==> config.mk <==
export PLATFORM = sky130hd
export DESIGN_NAME = cdpa_top
export DESIGN_NICKNAME = d
export VERILOG_FILES = /design/src/hw/cdpa_pkg.sv /design/src/hw/cdpa_top.sv /design/src/hw/cdpa_hp_filter.sv /design/src/hw/cdpa_phase_timer.sv
export SDC_FILE = /design/constraint.sdc
export NUM_CORES = 2
export LEC_CHECK = 0
export ABC_CLOCK_PERIOD_IN_PS = 8050
export BUFFER_PORTS_ARGS = -buffer_cell sky130_fd_sc_hd__buf_2
export CORE_UTILIZATION = 40
export CTS_BUF_LIST = sky130_fd_sc_hd__clkbuf_4 sky130_fd_sc_hd__clkbuf_8
export DETAILED_ROUTE_END_ITERATION = 6
export PLACE_DENSITY = 0.62
export SLEW_MARGIN = 10
export SYNTH_ARGS = -nofsm -noshare
export SYNTH_HDL_FRONTEND = slang
export SYNTH_SLANG_ARGS = --single-unit
==> constraint.sdc <==
create_clock -name core_clk -period 8.05 [get_ports core_clk]
set_input_delay 0.4025 -clock core_clk [delete_from_list [all_inputs] [get_ports core_clk]]
set_output_delay 0.4025 -clock core_clk [all_outputs]
set_load 0.1 [all_outputs]
==> src/hw/cdpa_pkg.sv <==
// shared constants, register map and helpers for the channel dc-block and phase block
package cdpa_pkg;
    localparam int NCH = 4;
    localparam int DW = 24;
    localparam int AW = 8;
    localparam int FRAC = 16;
    localparam int ACCW = DW + FRAC + 2;

    // ************************************************************
    // register map (byte addresses)
    // ************************************************************
    localparam logic [AW-1:0] REG_GLOBAL = 8'h00;
    localparam logic [AW-1:0] REG_CH_CFG_BASE = 8'h10;
    localparam logic [AW-1:0] REG_CH_DATA_BASE = 8'h20;
    localparam logic [AW-1:0] REG_STATUS = 8'h30;
    localparam logic [AW-1:0] REG_TEST_LEVEL = 8'h34;

    // global register fields
    localparam int CUT_LSB = 0;
    localparam int CUT_W = 4;
    localparam int OSR_LSB = 4;
    localparam int OSR_W = 4;
    // channel config fields
    localparam int PH_LSB = 0;
    localparam int PH_W = 10;
    localparam int MUX_LSB = 10;
    localparam int MUX_W = 2;
    localparam int DIS_BIT = 12;
    // status fields
    localparam int ST_PEND_LSB = 0;
    localparam int ST_DATA_READY_N_BIT = 8;

    // ************************************************************
    // reset values and codes
    // ************************************************************
    localparam logic [CUT_W-1:0] CUT_BYPASS = 4'h0;
    localparam logic [CUT_W-1:0] CUT_RST = 4'h0;
    localparam logic [OSR_W-1:0] OSR_RST = 4'h4;
    localparam logic [OSR_W-1:0] OSR_CODE_MAX = 4'h8;
    localparam logic [OSR_W-1:0] OSR_CAP_CODE = 4'h4;
    localparam logic [PH_W-1:0] PH_RST = 10'h000;
    localparam logic [MUX_W-1:0] MUX_INPUT = 2'h0;
    localparam logic [MUX_W-1:0] MUX_SHORT = 2'h1;
    localparam logic [MUX_W-1:0] MUX_TEST_POS = 2'h2;
    localparam logic [MUX_W-1:0] MUX_TEST_NEG = 2'h3;
    localparam logic [10:0] PH_HALF_BASE = 11'h020;
    localparam logic signed [10:0] PH_HALF_CAP = 11'sh200;
    localparam logic [14:0] OSR_BASE = 15'h0040;

    // test level: two fifteenths of full scale
    localparam longint TEST_NUM = 2;
    localparam longint TEST_DEN = 15;
    localparam logic [DW-1:0] TEST_LEVEL = DW'((TEST_NUM * (longint'(1) << (DW - 1))) / TEST_DEN);

    // ************************************************************
    // timing
    // ************************************************************
    localparam int CLK_PERIOD_NS = 100;
    localparam int DATA_READY_N_LOW_NS = 500;
    localparam int DATA_READY_N_LOW_CYC_I = (DATA_READY_N_LOW_NS + CLK_PERIOD_NS - 1) / CLK_PERIOD_NS;
    localparam logic [3:0] DATA_READY_N_LOW_CYC = 4'(DATA_READY_N_LOW_CYC_I < 1 ? 1 : DATA_READY_N_LOW_CYC_I);
    localparam int MOD_DIV = 2;

    // ************************************************************
    // helpers
    // ************************************************************
    function automatic logic [14:0] osr_of(input logic [OSR_W-1:0] code);
        osr_of = OSR_BASE << code;
    endfunction : osr_of

    function automatic logic signed [10:0] phase_clip(input logic [PH_W-1:0] ph,
                                                      input logic [OSR_W-1:0] code);
        logic signed [10:0] half;
        logic signed [10:0] v;
        half = (code >= OSR_CAP_CODE) ? PH_HALF_CAP : $signed(11'(PH_HALF_BASE << code));
        v = $signed({ph[PH_W-1], ph});
        if (v > half - 11'sd1) begin
            v = half - 11'sd1;
        end else if (v < -half) begin
            v = -half;
        end
        phase_clip = v;
    endfunction : phase_clip

    function automatic logic [AW-1:0] ch_addr(input logic [AW-1:0] base, input int idx);
        ch_addr = base + AW'(idx * 4);
    endfunction : ch_addr
endpackage : cdpa_pkg

==> src/hw/cdpa_top.sv <==
// channel dc-block filtering, test source select and phase calibration top
//
// Functional notes
// - high-pass active for any nonzero cutoff code, bypassed at zero
// - per-channel disable removes the high-pass from that channel only
// - coefficient is 2^-(code+1): quarter at code 1, 1/65536 at code 15
// - corner scales with clock and data rate; filter steps once per sample
// - input select can route positive or negative test level instead of input
// - test level is two fifteenths of full scale at any gain
// - one test source shared by all channels
// - phase setting is 10-bit two's complement modulator clock count
// - phase range -osr/2 to osr/2-1, capped at -512 to 511
// - out-of-range phase saturates to nearest limit, never wraps
// - zero phase gives aligned windows of osr modulator samples
// - phase settings move data ready timing with the shifted windows
//
// Implementation choices: the register offsets and strobed register access.
`timescale 1ns/100ps
module cdpa_top #(
    parameter int NUM_CH = cdpa_pkg::NCH,
    parameter int DIV = cdpa_pkg::MOD_DIV
) (
    input wire logic core_clk,
    input wire logic rst_n,
    input wire logic [cdpa_pkg::AW-1:0] reg_addr,
    input wire logic [31:0] reg_wdata,
    input wire logic reg_wr,
    input wire logic reg_rd,
    output logic [31:0] reg_rdata,
    input wire logic [NUM_CH-1:0] dec_valid,
    input wire logic [NUM_CH-1:0][cdpa_pkg::DW-1:0] dec_data,
    output logic mod_tick,
    output logic [NUM_CH-1:0] conv_end,
    output logic [NUM_CH-1:0][cdpa_pkg::MUX_W-1:0] input_source_select,
    output logic test_source_on,
    output logic [cdpa_pkg::DW-1:0] test_level_code,
    output logic [NUM_CH-1:0] sample_valid,
    output logic [NUM_CH-1:0][cdpa_pkg::DW-1:0] sample_data,
    output logic data_ready_n
);
    import cdpa_pkg::*;

    // ************************************************************
    // state
    // ************************************************************
    typedef struct packed {
        logic [CUT_W-1:0] dc_block_cutoff_code;
        logic [OSR_W-1:0] osr_code;
        logic [NUM_CH-1:0][PH_W-1:0] sample_phase_offset;
        logic [NUM_CH-1:0][MUX_W-1:0] mux_cfg;
        logic [NUM_CH-1:0] hp_filter_channel_disable;
        logic [NUM_CH-1:0][DW-1:0] data;
        logic [NUM_CH-1:0] pending;
        logic data_ready_n_n;
        logic [3:0] data_ready_n_cnt;
        logic [31:0] rdata;
        logic [NUM_CH-1:0][MUX_W-1:0] mux_out;
        logic test_on;
        logic [DW-1:0] test_level;
        logic [NUM_CH-1:0] svalid;
        logic [NUM_CH-1:0][DW-1:0] sdata;
    } cdpa_top_s;

    cdpa_top_s st_reg;
    cdpa_top_s st_next;

    logic [NUM_CH-1:0] hpf_valid;
    logic [NUM_CH-1:0][DW-1:0] hpf_data;
    logic tmr_tick;
    logic [NUM_CH-1:0] tmr_end;

    function automatic logic is_test(input logic [MUX_W-1:0] m);
        is_test = (m == MUX_TEST_POS) || (m == MUX_TEST_NEG);
    endfunction : is_test

    // ************************************************************
    // window timing and per-channel filters
    // ************************************************************
    cdpa_phase_timer #(
        .NUM_CH(NUM_CH),
        .DIV(DIV)
    ) u_timer (
        .core_clk(core_clk),
        .rst_n(rst_n),
        .osr_code(st_reg.osr_code),
        .phase_set(st_reg.sample_phase_offset),
        .mod_tick(tmr_tick),
        .conv_end(tmr_end)
    );

    for (genvar g = 0; g < NUM_CH; g++) begin : g_ch
        cdpa_hp_filter u_hpf (
            .core_clk(core_clk),
            .rst_n(rst_n),
            .in_valid(dec_valid[g]),
            .in_data(dec_data[g]),
            .cutoff_code(st_reg.dc_block_cutoff_code),
            .chan_disable(st_reg.hp_filter_channel_disable[g]),
            .out_valid(hpf_valid[g]),
            .out_data(hpf_data[g])
        );
    end

    // ************************************************************
    // next state
    // ************************************************************
    always_comb begin
        st_next = st_reg;

        // register writes
        if (reg_wr) begin
            if (reg_addr == REG_GLOBAL) begin
                st_next.dc_block_cutoff_code = reg_wdata[CUT_LSB +: CUT_W];
                if (reg_wdata[OSR_LSB +: OSR_W] > OSR_CODE_MAX) begin
                    st_next.osr_code = OSR_CODE_MAX;
                end else begin
                    st_next.osr_code = reg_wdata[OSR_LSB +: OSR_W];
                end
            end
            for (int i = 0; i < NUM_CH; i++) begin
                if (reg_addr == ch_addr(REG_CH_CFG_BASE, i)) begin
                    st_next.sample_phase_offset[i] = reg_wdata[PH_LSB +: PH_W];
                    st_next.mux_cfg[i] = reg_wdata[MUX_LSB +: MUX_W];
                    st_next.hp_filter_channel_disable[i] = reg_wdata[DIS_BIT];
                end
            end
        end

        // register reads: data only in the cycle after the strobe
        st_next.rdata = '0;
        if (reg_rd) begin
            if (reg_addr == REG_GLOBAL) begin
                st_next.rdata[CUT_LSB +: CUT_W] = st_reg.dc_block_cutoff_code;
                st_next.rdata[OSR_LSB +: OSR_W] = st_reg.osr_code;
            end
            if (reg_addr == REG_STATUS) begin
                st_next.rdata[ST_PEND_LSB +: NUM_CH] = st_reg.pending;
                st_next.rdata[ST_DATA_READY_N_BIT] = st_reg.data_ready_n_n;
            end
            if (reg_addr == REG_TEST_LEVEL) begin
                st_next.rdata[DW-1:0] = st_reg.test_level;
            end
            for (int i = 0; i < NUM_CH; i++) begin
                if (reg_addr == ch_addr(REG_CH_CFG_BASE, i)) begin
                    st_next.rdata[PH_LSB +: PH_W] = st_reg.sample_phase_offset[i];
                    st_next.rdata[MUX_LSB +: MUX_W] = st_reg.mux_cfg[i];
                    st_next.rdata[DIS_BIT] = st_reg.hp_filter_channel_disable[i];
                end
                if (reg_addr == ch_addr(REG_CH_DATA_BASE, i)) begin
                    st_next.rdata[DW-1:0] = st_reg.data[i];
                end
            end
        end

        // test source routing
        st_next.test_on = 1'b0;
        for (int i = 0; i < NUM_CH; i++) begin
            st_next.mux_out[i] = st_reg.mux_cfg[i];
            if (is_test(st_reg.mux_cfg[i])) begin
                st_next.test_on = 1'b1;
            end
        end
        // level referred to full scale, so it holds at every gain
        st_next.test_level = TEST_LEVEL;

        // filtered samples and data ready
        st_next.svalid = hpf_valid;
        for (int i = 0; i < NUM_CH; i++) begin
            if (hpf_valid[i]) begin
                st_next.data[i] = hpf_data[i];
                st_next.sdata[i] = hpf_data[i];
            end
        end
        // a sample arriving with the clear counts toward it and is then cleared: clear wins
        st_next.pending = st_reg.pending | hpf_valid;
        if (st_reg.data_ready_n_cnt != '0) begin
            st_next.data_ready_n_cnt = st_reg.data_ready_n_cnt - 4'd1;
            if (st_reg.data_ready_n_cnt == 4'd1) begin
                st_next.data_ready_n_n = 1'b1;
            end
        end
        // latest shifted window decides when data ready falls
        if (&st_next.pending) begin
            st_next.pending = '0;
            st_next.data_ready_n_n = 1'b0;
            st_next.data_ready_n_cnt = DATA_READY_N_LOW_CYC;
        end
    end

    // ************************************************************
    // registers
    // ************************************************************
    always_ff @(posedge core_clk or negedge rst_n) begin
        if (!rst_n) begin
            st_reg <= '0;
            st_reg.dc_block_cutoff_code <= CUT_RST;
            st_reg.osr_code <= OSR_RST;
            st_reg.data_ready_n_n <= 1'b1;
        end else begin
            st_reg <= st_next;
        end
    end

    assign reg_rdata = st_reg.rdata;
    assign mod_tick = tmr_tick;
    assign conv_end = tmr_end;
    assign input_source_select = st_reg.mux_out;
    assign test_source_on = st_reg.test_on;
    assign test_level_code = st_reg.test_level;
    assign sample_valid = st_reg.svalid;
    assign sample_data = st_reg.sdata;
    assign data_ready_n = st_reg.data_ready_n_n;
endmodule : cdpa_top

==> src/hw/cdpa_hp_filter.sv <==
// first-order dc-block high-pass filter for one channel
`timescale 1ns/100ps
module cdpa_hp_filter (
    input wire logic core_clk,
    input wire logic rst_n,
    input wire logic in_valid,
    input wire logic [cdpa_pkg::DW-1:0] in_data,
    input wire logic [cdpa_pkg::CUT_W-1:0] cutoff_code,
    input wire logic chan_disable,
    output logic out_valid,
    output logic [cdpa_pkg::DW-1:0] out_data
);
    import cdpa_pkg::*;

    typedef struct packed {
        logic [DW-1:0] x_prev;
        logic signed [ACCW-1:0] y;
        logic valid;
        logic [DW-1:0] dout;
    } cdpa_hpf_s;

    cdpa_hpf_s st_reg;
    cdpa_hpf_s st_next;

    localparam logic signed [ACCW-1:0] SAT_HI = ACCW'((longint'(1) << (DW - 1)) - 1);
    localparam logic signed [ACCW-1:0] SAT_LO = -ACCW'(longint'(1) << (DW - 1));

    logic signed [ACCW-1:0] diff_ext;
    logic signed [ACCW-1:0] y_new;
    logic signed [ACCW-1:0] y_int;
    logic [4:0] shift;

    // ************************************************************
    // recursion: y = (x - x_prev) + (1 - a) * y, a = 2^-(code + 1)
    // ************************************************************
    always_comb begin
        st_next = st_reg;
        shift = 5'(cutoff_code) + 5'd1;
        diff_ext = ($signed(ACCW'($signed(in_data))) - $signed(ACCW'($signed(st_reg.x_prev))))
                   <<< FRAC;
        y_new = diff_ext + st_reg.y - (st_reg.y >>> shift);
        y_int = y_new >>> FRAC;
        st_next.valid = in_valid;
        if (in_valid) begin
            st_next.x_prev = in_data;
            if (cutoff_code == CUT_BYPASS || chan_disable) begin
                st_next.y = '0;
                st_next.dout = in_data;
            end else begin
                // one step per output sample, so the corner tracks the data rate
                st_next.y = y_new;
                if (y_int > SAT_HI) begin
                    st_next.dout = SAT_HI[DW-1:0];
                end else if (y_int < SAT_LO) begin
                    st_next.dout = SAT_LO[DW-1:0];
                end else begin
                    st_next.dout = y_int[DW-1:0];
                end
            end
        end
    end

    always_ff @(posedge core_clk or negedge rst_n) begin
        if (!rst_n) begin
            st_reg <= '0;
        end else begin
            st_reg <= st_next;
        end
    end

    assign out_valid = st_reg.valid;
    assign out_data = st_reg.dout;
endmodule : cdpa_hp_filter

==> src/hw/cdpa_phase_timer.sv <==
// modulator clock enable and per-channel conversion window timing
`timescale 1ns/100ps
module cdpa_phase_timer #(
    parameter int NUM_CH = cdpa_pkg::NCH,
    parameter int DIV = cdpa_pkg::MOD_DIV
) (
    input wire logic core_clk,
    input wire logic rst_n,
    input wire logic [cdpa_pkg::OSR_W-1:0] osr_code,
    input wire logic [NUM_CH-1:0][cdpa_pkg::PH_W-1:0] phase_set,
    output logic mod_tick,
    output logic [NUM_CH-1:0] conv_end
);
    import cdpa_pkg::*;

    typedef struct packed {
        logic [7:0] div_cnt;
        logic tick;
        logic [13:0] mod_cnt;
        logic [NUM_CH-1:0] ends;
    } cdpa_tmr_s;

    cdpa_tmr_s st_reg;
    cdpa_tmr_s st_next;

    logic [15:0] osr;
    logic signed [15:0] end_pt;
    logic signed [10:0] ph;

    always_comb begin
        st_next = st_reg;
        osr = 16'(osr_of(osr_code));
        st_next.ends = '0;
        st_next.tick = 1'b0;
        if (st_reg.div_cnt == 8'(DIV - 1)) begin
            st_next.div_cnt = '0;
            st_next.tick = 1'b1;
        end else begin
            st_next.div_cnt = st_reg.div_cnt + 8'd1;
        end
        if (st_reg.tick) begin
            // shared window counter keeps every zero-phase channel aligned
            if (16'(st_reg.mod_cnt) >= osr - 16'd1) begin
                st_next.mod_cnt = '0;
            end else begin
                st_next.mod_cnt = st_reg.mod_cnt + 14'd1;
            end
        end
        end_pt = '0;
        ph = '0;
        for (int i = 0; i < NUM_CH; i++) begin
            ph = phase_clip(phase_set[i], osr_code);
            end_pt = $signed(osr - 16'd1) + 16'(ph);
            if (end_pt >= $signed(osr)) begin
                end_pt = end_pt - $signed(osr);
            end
            if (st_reg.tick && 16'(st_reg.mod_cnt) == 16'(end_pt)) begin
                st_next.ends[i] = 1'b1;
            end
        end
    end

    always_ff @(posedge core_clk or negedge rst_n) begin
        if (!rst_n) begin
            st_reg <= '0;
        end else begin
            st_reg <= st_next;
        end
    end

    assign mod_tick = st_reg.tick;
    assign conv_end = st_reg.ends;
endmodule : cdpa_phase_timer

# Word-level counts from Yosys, hierarchy flattened
# Index checks and enable logic that the tools add are counted.
[classes]
addsub = 27
n_mul = 0
n_div = 0
n_lt_le_gt_ge = 23
n_eq_ne = 24
shifts = 6
mux = 58
bitwise = 1
n_reduce_logical = 24
[op_table]
columns = ["operator", "n"]
rows = [
  ["$mux W24", 18],
  ["$add A42 B42 Y42", 4],
  ["$mux W42", 4],
  ["$sshr A42 B5 Y42", 4],
  ["$sub A42 B42 Y42", 4],
  ["$gt A26 B24 Y1 const B", 4],
  ["$lt A26 B24 Y1 const B", 4],
  ["$sub A24 B24 Y25", 4],
  ["$mux W11", 9],
  ["$add A16 B11 Y16", 4],
  ["$eq A14 B16 Y1", 4],
  ["$ge A16 B16 Y1", 4],
  ["$mux W16", 4],
  ["$sub A16 B16 Y16", 4],
  ["$mux W13", 4],
  ["$eq A8 B6 Y1 const B", 6],
  ["$gt A10 B11 Y1", 4],
  ["$lt A10 B11 Y1", 4],
  ["$eq A8 B5 Y1 const B", 4],
  ["$mux W21", 1],
  ["$eq A2 B2 Y1 const B", 8],
  ["$ge A14 B16 Y1", 1],
  ["$mux W8", 2],
  ["$sub A15 B1 Y16 const B", 1],
  ["other kinds (26)", 53],
]
[totals]
regBits = 594
latchBits = 0
mem_bits_rw = 0
rom_bits = 0
input_bits = 144
out_inout_bits = 171
memories = 0

# Depth between registers and ports, before layout
[depth]
ltp_word = 14
ltp_mapped = 34
mapped_depth_nobuf = 31

# By module
# From an unflattened synthesis, not the netlist that was laid out.
[unflattened]
cells_unflattened = 7404
hier_area_um2 = 60789.6
[by_module_without_submodules]
columns = ["module", "instances", "cells_each", "area_per_inst_um2", "seq_area_each_um2"]
rows = [
  ["cdpa_hp_filter (g_ch[2].u_hpf ...)", 2, 1388, 10716.5, 2277.2],
  ["cdpa_hp_filter (g_ch[1].u_hpf)", 1, 1371, 10548.9, 2277.2],
  ["cdpa_hp_filter (g_ch[0].u_hpf)", 1, 1319, 10463.8, 2277.2],
  ["cdpa_top", 1, 861, 10164.7, 5082.4],
  ["cdpa_phase_timer", 1, 1077, 8179.1, 675.6],
]

# Least setup slack after synthesis
# Ideal clock, no wire load.
[synth_timing]
path_type = "reg2reg"
start = "reg, netlist name st_reg[322]"
end = "reg u_timer.st_reg, in the netlist u_timer.conv_end[2]"
setup_ns = 0.067
arrival_time_ns = 7.417
t_required_ns = 7.983
slack_ns = 0.566
stages_incl_launch_ff = 33
path_buffers = 2
period_less_slack_ns = 7.484
cell_sequence = "dfrtp_1 -> clkbuf_1 -> nor2_1 -> nand2_4 -> ha_1 -> xnor2_1 -> inv_1 -> ha_1 -> o211a_1 -> o21ai_2 -> a21oi_1 -> clkbuf_1 -> nor2_1 -> a21oi_1 -> a21oi_1 -> ha_1 -> a21o_1 -> a21oi_1 -> and2b_2 -> or4_4 -> a21oi_2 -> xnor2_1 -> ha_1 -> nand3_1 -> o2111ai_1 -> a21o_1 -> and2_1 -> o21ai_0 -> or2b_2 -> nand2_4 -> mux2_4 -> a221oi_2 -> o2111a_1"
[synth_lines]
columns = ["element", "line", "source"]
rows = [
  ["end signal, assigned", "cdpa_phase_timer.sv:67", "st_reg <= st_next;"],
  ["end, declared", "cdpa_phase_timer.sv:23", "cdpa_tmr_s st_reg;"],
]

==> impl_metrics.yaml <==
clocking:
  ctsRootBufferMaster: "clkbuf_8"
  insertion_delay_ns: 0.93
  htree_levels: 3
  cts_buffers: 113
  cts_tree: "done"
  clock_sinks: 594
  cts_buffer_depth: 3
  clk_pin_slew_ns: 0.06
worst_setup_path:
  critPathArrivalTime_ns: 8.26
  crit_path_end_kind: "flop"
  criticalPathCategory: "reg -> reg"
  critPathRequiredTime_ns: 8.81
  path_common_cell: "ha_1"
  cpPeakStageDelay_ns: 0.58
  cp_max_fo: 10
  start_kind: "flop"
  worst_path_max_delay_cell: "dfrtp_1"
logic_synthesis:
  synth_seq_area_share_pct: 26.2
  post-synth-top-count-cell: "nand2_1"
  syn_area_um2: 56800
  synth_edf_count: 0
  yosysTopAreaCell: "dfrtp_1"
  synth_common_cells: "689 x nand2_1, 621 x o21ai_0, 592 x dfrtp_1"
  netlist-cell-type-count: 105
  ys_ff_latch: 594
  yosysWarnings: 0
  syn_avg_cell_area_um2: 8.37
  synth.area.top_cells: "dfrtp_1 26%, ha_1 10%, o21ai_0 5.5%, nand2_1 4.6%, a21oi_1 4.4%"
  synthCells: 6788
  ys_async_sr_fraction_pct: 100
  synthFlopType: "dfrtp_1"
  synth_top_area_share_pct: 26.1
placed_design:
  gp_congestion: 0.965
  hpwl_um: 155000
  portBuffers: 269
  place_area_um2: 59000
layout:
  design_area_um2: 63100
  fillCellCount: 13900
  fin_util_pct: 45.0
  finalNetCount: 7640
  drive_gt1_share_pct: 12.9
  largest_register_ffs: 264
  syn_to_final_growth_pct: 11.0
die:
  die_area_um2: 143000
  ios: 315
  core_um2: 140000
  start_util_pct: 40.5
  rows: 137
  die_y_um: 379
  die_x_um: 379
pwr:
  comb_power_share_pct: 70.5
  vdd_ir_drop_max_v: 0.000342
  pwr-share-clk_pct: 11.9
  p_leak_uw: 0.0288
  p_sw_uw: 16200
  swShare_pct: 54.4
  p_per_area_nw_per_um2: 473
  sequentialPowerShare_pct: 17.7
  p_int_uw: 13600
sta:
  fmax_mhz: 133
  hold_violations: 0
  worst_pin_slew_ns: 1.26
  period_needed_ns: 7.50
  slew_viol_final: 0
  relSlewSlack_pct: 15.7
  rsz0062_at_grt: "no"
  setup_viol_count_final: 0
  fin_skew_ns: 0.123
  setup-tns-final_ns: 0
  min_period_over_period_pct: 93.1
worst_hold_path:
  hold_path_class: "in -> async"
status:
  status: "complete, no violations"
grt:
  grt.total_usage_pct: 27.4
  antenna_found_initial: 19
  grt_pass1_vias: 49400
  grt_first_pass_wirelength_um: 301000
  grt_overflow_total: 0
  grt_start_max_net_pins: 163
drt:
  first_pass_iters: 6
  via_count: 51700
  wire_per_inst_um: 22.5
  drt_wl_total_um: 200000
  viasPerCell: 5.81
  drt_iter0_drc: 4873
  ant_nets: 0
  drc: 0
job:
  drv_cap: 0
cells by family after synthesis:
group / after synthesis / share of synthesized area [%]
AOI/OAI and AO/OA: 2031 / 22.4
xor gates and xnor gates: 333 / 5.17
adders and majority gates: 570 / 14.0
buffers and inverters: 1056 / 8.22
DFF: 594 / 26.2
muxes: 427 / 9.73
other: 2 / 0.0132
and+or+nand+nor: 1775 / 14.3
stage by stage:
step	power, uW	hold slack, ns	setup WS [ns]	instances
6_report	29800	0.110	0.552	8896
5_1_grt	32100	0.125	0.0255	8894
4_1_cts	29600	0.0792	0.149	8888
3_5_place_dp	25800	0.371	0.202	8556
3_3_place_gp	25600	0.359	0.305	8556
2_1_floorplan	20800	0.107	0.566	6825
critical path, delay by kind of cell (launching register included):
kind / cells / cell delay (ns)
simple gates: 13 / 2.63
flops: 1 / 0.58
compound gates: 6 / 1.58
buf+inv: 3 / 0.50
xor+xnor: 2 / 0.43
mux: 2 / 0.50
fa+ha+maj: 4 / 1.12
cell type report:
class                           count  area, um2  share of cell area (%)
Antenna cell                        8       20.0                  0.0318
Clock buffer                      176       2250                    3.56
Clock inverter                     25        422                   0.669
Inverter                          548       2060                    3.27
Multi-Input combinational cell   5175      37600                    59.6
Sequential cell                   594      14900                    23.6
Tap cell                         1876       2350                    3.72
Timing Repair Buffer              494       3510                    5.56
final timing paths:
check,startpoint,to,slack (ns),cells after the start
max,st_reg[322]$_DFFE_PN0P_,u_timer.conv_end[0]$_DFF_PN0_,0.55,30
min,rst_n,g_ch[3].u_hpf.out_data[8]$_DFFE_PN0P_,0.11,2
min reg2reg,g_ch[1].u_hpf.out_valid$_DFF_PN0_,sample_valid[1]$_DFF_PN0_,0.38,0
min in group core_clk,reg_addr[2],reg_rdata[17]$_DFF_PN0_,0.19,5
max reg2reg,st_reg[322]$_DFFE_PN0P_,u_timer.conv_end[0]$_DFF_PN0_,0.55,30
max in group asynchronous,rst_n,u_timer.st_reg[17]$_DFFE_PN0P_,6.10,4
layout by cell type, fill, tap and decap left out, drive strengths merged, types with 66 or more instances in the layout:
cell type	instances
a211oi	87
a21o	134
a21oi	501
a22oi	66
buf	363
clkbuf	176
dfrtp	592
dlygate4sd3	131
fa	108
ha	462
inv	547
mux2	167
mux2i	177
mux4	83
nand2	691
nand2b	81
nand3	104
nor2	463
nor3	84
o21ai	648
or3	78
xnor2	211
xor2	122
per-layer routing:
metal	share of wire (%)	global-route usage (%)
met1	43	36.6
met2	45	43.7
met3	8.3	5.74
met4	3.6	9.65
met5	0.028	0
power groups by stage:
| stage | logic (uW) | clock network, uW | registers (uW) |
|---|---|---|---|
| after floorplan | 16400 | 0 | 4320 |
| after global placement | 20300 | 0 | 5240 |
| after detailed placement | 20600 | 0 | 5250 |
| after CTS | 20800 | 3620 | 5210 |
| after global routing | 23000 | 3740 | 5310 |
| final | 21000 | 3540 | 5260 |
timing repair:
action	4_1_cts	5_1_grt
setup buffers	0	0
resized for setup	0	10
endpoints found under the hold margin	341	0
hold buffers	131	0
setup endpoints to repair	0	31
Note: power is estimated with default switching activity, not from simulation.
